$ cat src/core/dws_pkg.sv
// package: constants and types for the disk word synchronizer
`default_nettype none
package dws_pkg;
	// ==========================================
	// register map
	localparam logic [7:0] ADDR_CTRL   = 8'h00;
	localparam logic [7:0] ADDR_STATUS = 8'h04;
	localparam logic [7:0] ADDR_DATA   = 8'h08;
	localparam int CTRL_READ  = 0;
	localparam int CTRL_DDEN  = 1;
	localparam int CTRL_PCEN  = 2;
	localparam int CTRL_WRITE_GATE = 3;
	localparam int CTRL_WMARK = 4;
	localparam int CTRL_ACCUM = 5;
	localparam int CTRL_SEND  = 6;
	localparam int CTRL_RST   = 7;
	localparam int CTRL_W     = 7;
	localparam logic [CTRL_W-1:0] CTRL_RESET = 7'h00;
	localparam int ST_OVR  = 3;
	localparam int ST_CRC  = 4;
	localparam int ST_PHOK = 5;
	localparam int ST_CNT  = 8;
	// ==========================================
	// word framing and crc
	localparam logic [3:0]  CNT_CLR    = 4'h0;
	localparam logic [3:0]  CNT_MARK   = 4'h8;
	localparam logic [3:0]  CNT_TOP    = 4'hf;
	localparam logic [15:0] CRC_POLY   = 16'h1021;
	localparam logic [15:0] CRC_PRESET = 16'hffff;
	localparam logic [15:0] CRC_GOOD   = 16'h0000;
	// ==========================================
	// precompensation
	localparam int HIST_CR3 = 2;
	localparam int HIST_CR4 = 3;
	localparam int HIST_CR5 = 4;
	localparam int HIST_CR6 = 5;
	localparam int HIST_CR7 = 6;
	localparam logic [4:0] PC_EARLY  = 5'h1c;
	localparam logic [4:0] PC_ONTIME = 5'h0e;
	localparam logic [4:0] PC_LATE   = 5'h07;
	localparam logic [4:0] PC_NONE   = 5'h00;
	localparam int CLK_NS      = 5;
	localparam int PC_STEP_NS  = 167;
	localparam int PC_STEP_CYC = (PC_STEP_NS / CLK_NS) < 1 ? 1 : (PC_STEP_NS / CLK_NS);
	localparam logic [5:0] PC_STEP_LAST = 6'(PC_STEP_CYC - 1);
	// ==========================================
	// types
	typedef enum logic [2:0] {
		WS_IDLE  = 3'b000,
		WS_HUNT  = 3'b001,
		WS_MARKW = 3'b010,
		WS_SYNC  = 3'b011,
		WS_MARKB = 3'b100,
		WS_DATA  = 3'b110
	} dws_state_t;
	typedef struct packed {
		logic       bit_en;
		logic       rd_bit;
		logic       sync_seen;
		logic       mark_seen;
		logic       mark_or_phase_fault;
		logic       sync_or_phase_fault;
		logic [6:0] cell_hist;
	} dws_bitin_t;
	typedef struct packed {
		logic precomp_tap_early;
		logic precomp_tap_early_mid;
		logic precomp_tap_center;
		logic precomp_tap_late_mid;
		logic precomp_tap_late;
	} dws_taps_t;
endpackage
`default_nettype wire

$ cat src/core/dws_core.sv
// word synchronizer, framing counter, crc check and precompensation encoder
//
// Functional notes
// precomp window maps to early, on-time, late
// mfm-impossible patterns need no special handling
// read alignment needs sync then address mark
// phase error before alignment drives phase_ok
// processor access waits until word transfer
// transfer without access sets overrun latch
// data words: counter cleared, sixteen bits counted
// mark transfers: counter preset to eight
// each carry moves one word; in read the code moves a word on each counter load instead
// phase_ok needs read, both faults, states 000-011
// wait low when selected on load/carry
// overrun set on same events when unselected
// counter load per state in read, carry in write; the code loads in write only on a selected carry
// data strobe when waiting and not reading
// word state held as three-bit code
// density, precomp enable, control steer behaviour
// processor sequences control while loading words
// read start finds mark, aligns, checks crc
// crc fault held for one word time
// processor samples crc fault within that word
// write emits sync, marks, id, crc sequence
// precomp output shifted in 167 ns steps; the divider gives 165 ns (33 clocks of 5 ns)
// ccitt crc from all-ones, good gives 0000
// overrun stays set until controller reset
// reset returns state 000, counter cleared
`default_nettype none
module dws_core
(
	input  wire logic               hclk,
	input  wire logic               hresetn,
	input  wire logic               hsel,
	input  wire logic [31:0]        haddr,
	input  wire logic [1:0]         htrans,
	input  wire logic               hwrite,
	input  wire logic [2:0]         hsize,
	input  wire logic [31:0]        hwdata,
	input  wire logic               hready,
	output logic                    hreadyout,
	output logic                    hresp,
	output logic [31:0]             hrdata,
	input  wire dws_pkg::dws_bitin_t bit_in,
	output dws_pkg::dws_taps_t      taps,
	output logic                    precomp_wdata,
	output logic                    write_data_bit,
	output logic                    phase_ok,
	output logic                    transfer_wait_n,
	output logic                    missed_word_set,
	output logic                    data_cmd_strobe,
	output logic                    bit_counter_load,
	output logic                    bit_counter_carry,
	output logic                    word_state_b2,
	output logic                    word_state_b1,
	output logic                    word_state_b0,
	output logic                    crc_fault_latch,
	output logic                    read_path_on,
	output logic                    double_density_sel,
	output logic                    precomp_enable,
	output logic                    write_gate
);
	import dws_pkg::*;

	// ==========================================
	// functions
	function automatic logic [4:0] pc_encode(input logic en, input logic [6:0] h);
		logic [3:0] key;
		key = {h[HIST_CR3], h[HIST_CR4], h[HIST_CR6], h[HIST_CR7]};
		if (!h[HIST_CR5])
			return PC_NONE;
		if (!en)
			return PC_ONTIME;
		unique case (key)
			4'h0, 4'h6, 4'h7, 4'h9, 4'he, 4'hf: return PC_ONTIME;
			4'h1, 4'h2, 4'h3, 4'ha, 4'hb: return PC_LATE;
			default: return PC_EARLY;
		endcase
	endfunction

	function automatic logic [15:0] crc_step(input logic [15:0] c, input logic d);
		return {c[14:0], 1'b0} ^ ((c[15] ^ d) ? CRC_POLY : CRC_GOOD);
	endfunction

	// ==========================================
	// bus slave
	logic              dp_valid_r;
	logic              dp_write_r;
	logic [7:0]        dp_addr_r;
	logic [CTRL_W-1:0] ctrl_r;
	logic              controller_selected;
	logic              host_read_cycle;
	logic              word_event;
	logic              ctrl_wr;
	logic              soft_clr;
	logic [15:0]       sreg_r;
	logic              overrun_r;
	logic [3:0]        cnt_r;
	dws_state_t        st_r;
	dws_state_t        st_nxt;

	always_ff @(posedge hclk or negedge hresetn)
	begin
		if (!hresetn)
		begin
			dp_valid_r <= 1'b0;
			dp_write_r <= 1'b0;
			dp_addr_r  <= ADDR_CTRL;
		end
		else if (hready)
		begin
			dp_valid_r <= hsel & htrans[1];
			dp_write_r <= hwrite;
			dp_addr_r  <= haddr[7:0];
		end
	end

	assign controller_selected = dp_valid_r & (dp_addr_r == ADDR_DATA);
	assign host_read_cycle     = controller_selected & ~dp_write_r;
	assign ctrl_wr  = dp_valid_r & dp_write_r & (dp_addr_r == ADDR_CTRL);
	assign soft_clr = ctrl_wr & hwdata[CTRL_RST];
	assign hresp    = 1'b0;

	// stall until transfer
	assign hreadyout = ~controller_selected | word_event;

	// control steers paths
	always_ff @(posedge hclk or negedge hresetn)
	begin
		if (!hresetn)
			ctrl_r <= CTRL_RESET;
		else if (ctrl_wr)
			ctrl_r <= hwdata[CTRL_W-1:0];
	end

	assign read_path_on       = ctrl_r[CTRL_READ];
	assign double_density_sel = ctrl_r[CTRL_DDEN];
	assign precomp_enable     = ctrl_r[CTRL_PCEN];
	assign write_gate         = ctrl_r[CTRL_WRITE_GATE];

	always_comb
	begin
		hrdata = 32'h0000_0000;
		if (dp_valid_r && !dp_write_r)
		begin
			unique case (dp_addr_r)
				ADDR_CTRL: hrdata[CTRL_W-1:0] = ctrl_r;
				ADDR_STATUS:
				begin
					hrdata[2:0]              = st_r;
					hrdata[ST_OVR]           = overrun_r;
					hrdata[ST_CRC]           = crc_fault_latch;
					hrdata[ST_PHOK]          = phase_ok;
					hrdata[ST_CNT+3:ST_CNT]  = cnt_r;
				end
				ADDR_DATA: hrdata[15:0] = sreg_r;
				default: hrdata = 32'h0000_0000;
			endcase
		end
	end

	// ==========================================
	// word controller
	logic ev;
	logic sy;
	logic mk;
	logic cnt_run;
	logic mark_xfer;

	assign ev = bit_in.bit_en;
	assign sy = bit_in.sync_seen;
	assign mk = bit_in.mark_seen;

	// three-bit state code
	assign word_state_b2 = st_r[2];
	assign word_state_b1 = st_r[1];
	assign word_state_b0 = st_r[0];

	// sync then mark aligns
	always_comb
	begin
		st_nxt = st_r;
		if (!read_path_on)
			st_nxt = WS_IDLE;
		else if (ev)
		begin
			unique case (st_r)
				WS_IDLE:  st_nxt = WS_HUNT;
				WS_HUNT:  st_nxt = (sy & ~mk) ? WS_SYNC : WS_HUNT;
				WS_SYNC:  st_nxt = (sy & mk) ? WS_MARKW : WS_SYNC;
				WS_MARKW: st_nxt = (mk & ~sy) ? WS_MARKB : WS_MARKW;
				WS_MARKB: st_nxt = bit_counter_carry ? WS_DATA : WS_MARKB;
				WS_DATA:  st_nxt = WS_DATA;
				default:  st_nxt = WS_IDLE;
			endcase
		end
	end

	// reset to 000
	always_ff @(posedge hclk or negedge hresetn)
	begin
		if (!hresetn)
			st_r <= WS_IDLE;
		else if (soft_clr)
			st_r <= WS_IDLE;
		else
			st_r <= st_nxt;
	end

	// phase correction before alignment
	// phase_ok decode
	assign phase_ok = read_path_on & bit_in.mark_or_phase_fault & bit_in.sync_or_phase_fault & ~st_r[2];

	assign cnt_run = read_path_on ? (st_r != WS_IDLE) : write_gate;
	assign bit_counter_carry = cnt_run & ev & (cnt_r == CNT_TOP);

	// load conditions
	always_comb
	begin
		bit_counter_load = 1'b0;
		if (read_path_on)
		begin
			unique case (st_r)
				WS_HUNT:  bit_counter_load = ev & sy & ~mk;
				WS_SYNC:  bit_counter_load = bit_counter_carry & ~(sy & mk);
				WS_MARKW: bit_counter_load = ev & mk & ~sy;
				WS_MARKB: bit_counter_load = bit_counter_carry | (ev & mk & ~sy);
				WS_DATA:  bit_counter_load = bit_counter_carry;
				default:  bit_counter_load = 1'b0;
			endcase
		end
		else
			bit_counter_load = controller_selected & bit_counter_carry;
	end

	// mark transfers count eight
	assign mark_xfer = read_path_on ? ((st_r == WS_MARKW) | ((st_r == WS_MARKB) & mk & ~sy))
		: ctrl_r[CTRL_WMARK];

	// cleared, sixteen bits
	always_ff @(posedge hclk or negedge hresetn)
	begin
		if (!hresetn)
			cnt_r <= CNT_CLR;
		else if (soft_clr || !cnt_run)
			cnt_r <= CNT_CLR;
		else if (bit_counter_load)
			cnt_r <= mark_xfer ? CNT_MARK : CNT_CLR;
		else if (ev)
			cnt_r <= cnt_r + 4'h1;
	end

	// one word per counter load in read, per carry in write
	assign word_event = read_path_on ? bit_counter_load : bit_counter_carry;
	// wait strobe
	assign transfer_wait_n = ~(controller_selected & word_event);
	// unselected transfer
	// missed word
	assign missed_word_set = ~controller_selected & word_event;
	// data load strobe
	assign data_cmd_strobe = ~transfer_wait_n & ~host_read_cycle;

	// sticky until controller reset
	always_ff @(posedge hclk or negedge hresetn)
	begin
		if (!hresetn)
			overrun_r <= 1'b0;
		else if (missed_word_set)
			overrun_r <= 1'b1;
		else if (soft_clr)
			overrun_r <= 1'b0;
	end

	// ==========================================
	// data shift register and serial write
	logic        shift_en;
	logic        wbit;
	logic [15:0] crc_r;
	logic        crc_din;
	logic        crc_preset;

	assign shift_en = ev & (read_path_on | write_gate);
	assign wbit     = ctrl_r[CTRL_SEND] ? crc_r[15] : sreg_r[15];

	// words leave msb first in load order
	always_ff @(posedge hclk or negedge hresetn)
	begin
		if (!hresetn)
			sreg_r <= 16'h0000;
		else if (data_cmd_strobe)
			sreg_r <= hwdata[15:0];
		else if (shift_en)
			sreg_r <= {sreg_r[14:0], read_path_on & bit_in.rd_bit};
	end

	always_ff @(posedge hclk or negedge hresetn)
	begin
		if (!hresetn)
			write_data_bit <= 1'b0;
		else if (shift_en && !read_path_on)
			write_data_bit <= wbit;
	end

	// ==========================================
	// crc
	// sending the remainder feeds its own msb back, so the register simply drains
	assign crc_din    = read_path_on ? bit_in.rd_bit : wbit;
	assign crc_preset = read_path_on ? ~st_r[1] & ~st_r[2] | (st_r == WS_SYNC) : ~ctrl_r[CTRL_ACCUM];

	// crc starts at the mark
	// ccitt from all ones
	always_ff @(posedge hclk or negedge hresetn)
	begin
		if (!hresetn)
			crc_r <= CRC_PRESET;
		else if (crc_preset || soft_clr)
			crc_r <= CRC_PRESET;
		else if (shift_en)
			crc_r <= crc_step(crc_r, crc_din);
	end

	// held one word time
	always_ff @(posedge hclk or negedge hresetn)
	begin
		if (!hresetn)
			crc_fault_latch <= 1'b0;
		else if (read_path_on && st_r == WS_DATA && bit_counter_load)
			crc_fault_latch <= crc_step(crc_r, crc_din) != CRC_GOOD;
	end

	// ==========================================
	// precompensation
	logic [4:0] taps_r;
	logic [4:0] pc_sr_r;
	logic [5:0] step_cnt_r;
	logic       step_en;

	// window to tap pattern
	// starred patterns decode as listed
	always_ff @(posedge hclk or negedge hresetn)
	begin
		if (!hresetn)
			taps_r <= PC_NONE;
		else if (ev)
			taps_r <= pc_encode(precomp_enable, bit_in.cell_hist);
	end

	assign taps = taps_r;

	// 165 ns step divider (33 clocks of 5 ns)
	always_ff @(posedge hclk or negedge hresetn)
	begin
		if (!hresetn)
			step_cnt_r <= 6'h00;
		else if (step_en)
			step_cnt_r <= 6'h00;
		else
			step_cnt_r <= step_cnt_r + 6'h01;
	end

	assign step_en = step_cnt_r == PC_STEP_LAST;

	always_ff @(posedge hclk or negedge hresetn)
	begin
		if (!hresetn)
			pc_sr_r <= PC_NONE;
		else if (ev)
			pc_sr_r <= taps_r;
		else if (step_en)
			pc_sr_r <= {pc_sr_r[3:0], 1'b0};
	end

	assign precomp_wdata = pc_sr_r[4];
endmodule
`default_nettype wire

$ cat config.mk
export PLATFORM = sky130hd
export DESIGN_NAME = dws_core
export DESIGN_NICKNAME = d
export VERILOG_FILES = /design/src/core/dws_pkg.sv /design/src/core/dws_core.sv
export SDC_FILE = /design/constraint.sdc
export NUM_CORES = 1
export LEC_CHECK = 0
export ABC_AREA = 1
export BUFFER_PORTS_ARGS = -buffer_cell sky130_fd_sc_hd__buf_2
export CAP_MARGIN = 20
export CORE_ASPECT_RATIO = 1.4
export CORE_MARGIN = 2
export CORE_UTILIZATION = 48
export CTS_CLUSTER_DIAMETER = 100
export DETAILED_ROUTE_END_ITERATION = 8
export GPL_TIMING_DRIVEN = 1
export PLACE_DENSITY = 0.77
export SLEW_MARGIN = 20
export SYNTH_ARGS = -nofsm -noshare
export SYNTH_HDL_FRONTEND = slang
export SYNTH_SLANG_ARGS = --single-unit
$ cat constraint.sdc
create_clock -name hclk -period 2.47 [get_ports hclk]
set_clock_uncertainty 0.1 [all_clocks]
set_input_delay 0.494 -clock hclk [delete_from_list [all_inputs] [get_ports hclk]]
set_output_delay 0.494 -clock hclk [all_outputs]
set_load 0.01 [all_outputs]
* After elaboration in Yosys (flattened, before gate mapping) *
Memory sizes are Yosys's and may differ from the RTL's.
Cells that the tools add are included.

word-level totals
  register bits = 75
  ROM bits = 64
  input port bits = 87
  output and inout bits = 55
  memories kept = 1

cells by class
  $add $sub $neg = 2
  equal/unequal tests = 10
  mux-type cells = 45
  bitwise logic cells = 45
  reduce and logical (&&, ||, !) cells = 18

memories
  memory           words  bits a word  read ports  clocked after Yosys merged registers in  write ports  RTL line        RTL
  (no name shown)  16     4            1           0                                        0            dws_core.sv:74  unique case (key)

operator list
  operator             number
  $mux 16              5
  $mux 5               6
  $and 1x1->1          28
  $mux 4               5
  $pmux 3 s6           1
  $pmux 6 s3           1
  $mux 1               16
  $reduce_bool 16->1   1
  $xor 16x13->16       1
  $mux 13              1
  $mux 3               4
  $not 1->1            10
  $eq 8x3->1 const B   1
  $eq 8x4->1 const B   1
  $logic_not 8->1      1
  $pmux 4 s2           1
  $reduce_bool 2->1    4
  $add 6x1->6 const B  1
  $eq 3x2->1 const B   2
  $eq 3x3->1 const B   2
  $eq 6x6->1 const B   1
  $mux 6               1
  $reduce_bool 3->1    2
  $or 1x1->1           5
  other kinds (12)     19

* Depth between registers and ports, before layout *
  depth in word-level cells = 11
  mapped depth = 12
  mapped depth without buffers = 11

* Least setup slack after synthesis *
No wires, ideal clock.

  kind = input-to-output
  from = input port bit_in[12] (netlist bit)
  to = output port data_cmd_strobe
  arrival = 1655 ps
  data required time = 1876 ps
  path slack = 221 ps
  cell stages on the path = 11
  path buffers = 1
  cells stage by stage = buf_4 nand2_1 nor2_1 inv_1 nor2_2 nand2_1 nand2_1 nand2_2 nand2_4 nand2_1 nor2_1

between the ends
  word-level cells in the longest chain between the ends = 8
  elaborated cells between the ends (all ways) = 14
  those cells by class = mux: 3; bitwise: 11

RTL lines
  item                                              RTL line                          RTL
  start: declaration                                dws_core.sv:44                    input wire dws_pkg::dws_bitin_t bit_in,
  $and 1x1->1 (*) (2 in a row)                      dws_core.sv:215                   assign bit_counter_carry = cnt_run & ev & (cnt_r == CNT_TOP);
  named net bit_counter_carry                       dws_core.sv:53                    output logic bit_counter_carry,
  $or 1x1->1 / $and 1x1->1 (equally long branches)  dws_core.sv:227, dws_core.sv:225
  $pmux 1 s5                                        dws_core.sv:223                   unique case (st_r)
  $mux 1                                            dws_core.sv:221                   if (read_path_on)
  $mux 1 (*)                                        dws_core.sv:254                   assign word_event = read_path_on ? bit_counter_load : bit_counter_carry;
  $and 1x1->1 (*)                                   dws_core.sv:256                   assign transfer_wait_n = ~(controller_selected & word_event);
  $and 1x1->1 (*)                                   dws_core.sv:261                   assign data_cmd_strobe = ~transfer_wait_n & ~host_read_cycle;
  end: declaration                                  dws_core.sv:51                    output logic data_cmd_strobe,

Mark *: on every way through the listed nets, which the timed path passes. The rest lies on a longest branch.

* Final worst setup path *
  from = register cnt_r[0]
  to = output port hreadyout

between the ends
  word-level cells in the longest chain between the ends = 7
  elaborated cells between the ends (all ways) = 9
  those cells by class = eq/ne: 1; mux: 3; bitwise: 5

RTL lines
  item                                              RTL line                          RTL
  start: declaration                                dws_core.sv:98                    logic [3:0] cnt_r;
  start signal: assignment                          dws_core.sv:248                   cnt_r <= mark_xfer ? CNT_MARK : CNT_CLR;
  start signal: assignment                          dws_core.sv:250                   cnt_r <= cnt_r + 4'h1;
  $eq 4x4->1 (*)                                    dws_core.sv:215
  $and 1x1->1 (*)                                   dws_core.sv:215
  $or 1x1->1 / $and 1x1->1 (equally long branches)  dws_core.sv:227, dws_core.sv:225
  $pmux 1 s5                                        dws_core.sv:223
  $mux 1                                            dws_core.sv:221
  $mux 1 (*)                                        dws_core.sv:254
  $or 1x1->1 (*)                                    dws_core.sv:125                   assign hreadyout = ~controller_selected | word_event;
  end: declaration                                  dws_core.sv:41                    output logic hreadyout,

Mark *: on every way between the ends. The rest lies on a longest branch, timed or not.

==> impl_metrics.py <==
metrics = {
    "setup_path": {
        "cp.depth": 11,
        "arrival_ns": 1.94,
        "cp.required_ns": 1.88,
        "critical_path.max_fanout": 3,
        "critPathLaunchType": "register",
        "r2r-start": "cnt_r[0]",
        "path_common_cell": "nand2_2",
        "crit_buf_inv": 3,
        "crit_chain": "ha_2, nand2_2, nor2_4, inv_2, nor2_4, nand2_2, nand2_2, nand2_4, buf_4, nand3_1, buf_2",
        "cp_top_family": "simple AND/OR/NAND/NOR gates",
        "cp-end-kind": "output port",
        "r2r_end": "crc_fault_latch",
        "r2r_cells": 12,
        "path_class": "register to output port",
        "crit_slowest_cell": "dfrtp_1",
        "r2r_slack_ns": 0.45,
        "cpPeakStageDelay_ns": 0.36,
    },
    "detailed_routing": {
        "drc_errors": 0,
        "first_iter_violations": 275,
        "drt_pass1_iterations": 5,
        "post_drt_via_cell_ratio": 5.38,
        "routedWlPerCell_um": 15.1,
        "postRouteAntennaNets": 0,
        "vias": 4008,
        "drt_wl_total_um": 11300,
    },
    "final_layout": {
        "nNetsFinal": 725,
        "fillerInstances": 740,
        "drive_above_1_share_pct": 33.0,
        "stdcell_area_um2": 5310,
        "area_growth_syn_to_layout_pct": 24.6,
        "antenna_cells": 0,
        "layoutNonFillerInstCount": 745,
    },
    "clocking": {
        "cts_tree": "yes",
        "cts_hold_buf": 0,
        "clock_latency_ns": 0.34,
        "clk_pin_slew_ns": 0.06,
        "cts_root_buf": "clkbuf_16",
        "clock_path_buffers": 2,
        "clkSinkCount": 75,
        "htreeDepth": 3,
        "cts_inserted_buffers": 9,
    },
    "power": {
        "p_total_w": 0.00332,
        "p_leak_nw": 2.64,
        "p_per_area_nw_per_um2": 626,
        "irDropWorstVdd_v": 0.000464,
    },
    "sta": {
        "whs_ns": 0.0917,
        "hold_violations": 0,
        "final_max_slew_viol_count": 0,
        "rsz0062_at_grt": "yes",
        "fin_ws_ns": -0.0593,
        "max_freq_ghz": 0.395,
        "setup_viol": 6,
        "period_needed_ns": 2.53,
        "fin_crit_sh_pct": 102,
    },
    "grt": {
        "grt_pass1_vias": 3797,
        "grt_usage_pct": 23.4,
        "grt_pass1_wl_um": 18000,
        "grt-ovfl-total": 0,
        "grt_max_degree": 76,
        "antenna_found_initial": 0,
    },
    "placed_design": {
        "dpl.cell_count": 712,
        "portBuffers": 78,
        "postPlaceCellArea_um2": 4730,
        "hpwl_um": 7860,
        "place_congestion": 0.891,
    },
    "logic_synthesis": {
        "yosysSeqAreaShare_pct": 44.5,
        "synthFlopType": "dfrtp_1",
        "ys_seq_elements": 75,
        "synth_edf_count": 0,
        "ys_warn_count": 0,
        "syn_area_um2": 4260,
        "netlist_instances": 534,
        "avgSynthCellArea_um2": 7.97,
        "async_flop_share_pct": 100,
        "synth.distinct_cells": 44,
    },
    "die": {
        "die_x_um": 83.6,
        "core_area_um2": 8610,
        "start_util_pct": 49.5,
        "die_area_um2": 9650,
        "io-pin-count": 142,
        "rows": 40,
        "die_h_um": 115,
    },
    "run": {
        "maxCapViolCount": 0,
    },
    "hold_path": {
        "holdCritPathClass": "primary input to async pin",
    },
    "status": {
        "status": "complete, but fails checks",
        "violations": "negative setup slack",
    },
}
==> logic make-up after synthesis <==
family	count (synthesis)	share of synthesized area (%)
adder cells (fa/ha/maj)	3	0.882
AO/OA/AOI/OAI	70	9.49
multiplexers	10	2.64
XOR/XNOR	8	1.65
other	1	0.0881
buffers and inverters	103	11.5
flip-flops	75	44.5
AND/OR/NAND/NOR	264	29.2
==> metrics by stage <==
step	TNS [ns]	setup slack [ns]	util [%]
after CTS	-0.00741	-0.00741	59.8
after floorplan	0	0.221	-
after detailed placement	0	0.157	54.9
final	-0.170	-0.0593	61.6
after global placement	0	0.162	54.9
after global routing	-1.42	-0.151	61.6
==> where the power goes <==
group          internal [W]  total, W  switching (W)
clock              0.000810   0.00134       0.000527
sequential          0.00136   0.00145      0.0000899
combinational      0.000199  0.000539       0.000340
total               0.00237   0.00332       0.000956
==> worst register-to-register path, delay by kind of cell, from the launching register on <==
family / cells / cell delay, ns
AOI/OAI and AO/OA: 1 / 0.11
adders and majority gates: 1 / 0.20
buffers and inverters: 2 / 0.20
DFF: 1 / 0.36
and+or+nand+nor: 8 / 0.97
==> synthesized netlist by cell type (5+ instances only) <==
master / count / area (µm²)
o21ai_2: 5 / 43.8
nor3_1: 11 / 55.1
nand2_1: 121 / 454
dfrtp_1: 59 / 1480
xor2_1: 6 / 52.6
nor2_1: 52 / 195
nand3_1: 38 / 190
mux2_2: 10 / 113
clkbuf_1: 10 / 37.5
a21oi_1: 21 / 105
buf_4: 19 / 143
nand4_1: 20 / 125
o21ai_0: 31 / 155
dfstp_2: 16 / 420
inv_1: 64 / 240
==> routing by layer <==
layer / wire length (µm) / vias to the layer above / global-route usage, % / part of all wire [%]
met4: 416 / 0 / 11.9 / 3.7
met5: 0 / - / 0 / 0
met2: 5710 / 157 / 39.1 / 51
li1: - / 1904 / - / -
met1: 4500 / 1907 / 28.5 / 40
met3: 646 / 40 / 5.48 / 5.7
==> how the worst max path moves through the flow <==
stage	startpoint	to
final	cnt_r[0]	hreadyout
after global routing	cnt_r[0]	hreadyout
after CTS	dp_addr_r[6]	hrdata[4]
after detailed placement	bit_in[9]	data_cmd_strobe
after global placement	bit_in[10]	data_cmd_strobe
after floorplan	bit_in[12]	data_cmd_strobe
==> flip-flops by register name, summed over array words and instances, names as in the netlist <==
register	count
dp_addr_r	8
pc_sr_r	5
st_r	3
sreg_r	16
crc_r	16
ctrl_r	7
dp_write_r	1
step_cnt_r	6
overrun_r	1
dp_valid_r	1
cnt_r	4
crc_fault_latch	1
write_data_bit	1
taps	5
==> timing repair <==
item / 4_1_cts / 5_1_grt
buffers inserted: 10 / 7
gates cloned: 0 / 0
endpoints found under the setup margin: 11 / 20
gates resized for setup: 19 / 34
pin swaps: 7 / 15
==> cell usage in the layout (no fill, tap or decap), types with 9 or more instances in the layout <==
cell	n
dfrtp_1	54
buf_4	27
nand4_1	20
nand2_2	9
o21ai_0	28
mux2_2	10
inv_1	60
conb_1	17
buf_2	77
clkbuf_16	9
nor2_1	44
nor3_1	9
nand3_1	38
dfstp_2	16
a21oi_1	20
nand2_1	110
==> area by class of cell <==
class	count	area (µm²)	area share, %
inverter	69	270	5.09
clock buffer	10	239	4.50
tap	105	131	2.48
timing repair buffer	108	642	12.1
multi-input combinational	372	2060	38.8
sequential	75	1900	35.9
clock inverter	6	63.8	1.20
(Power assumes the default switching activity.)
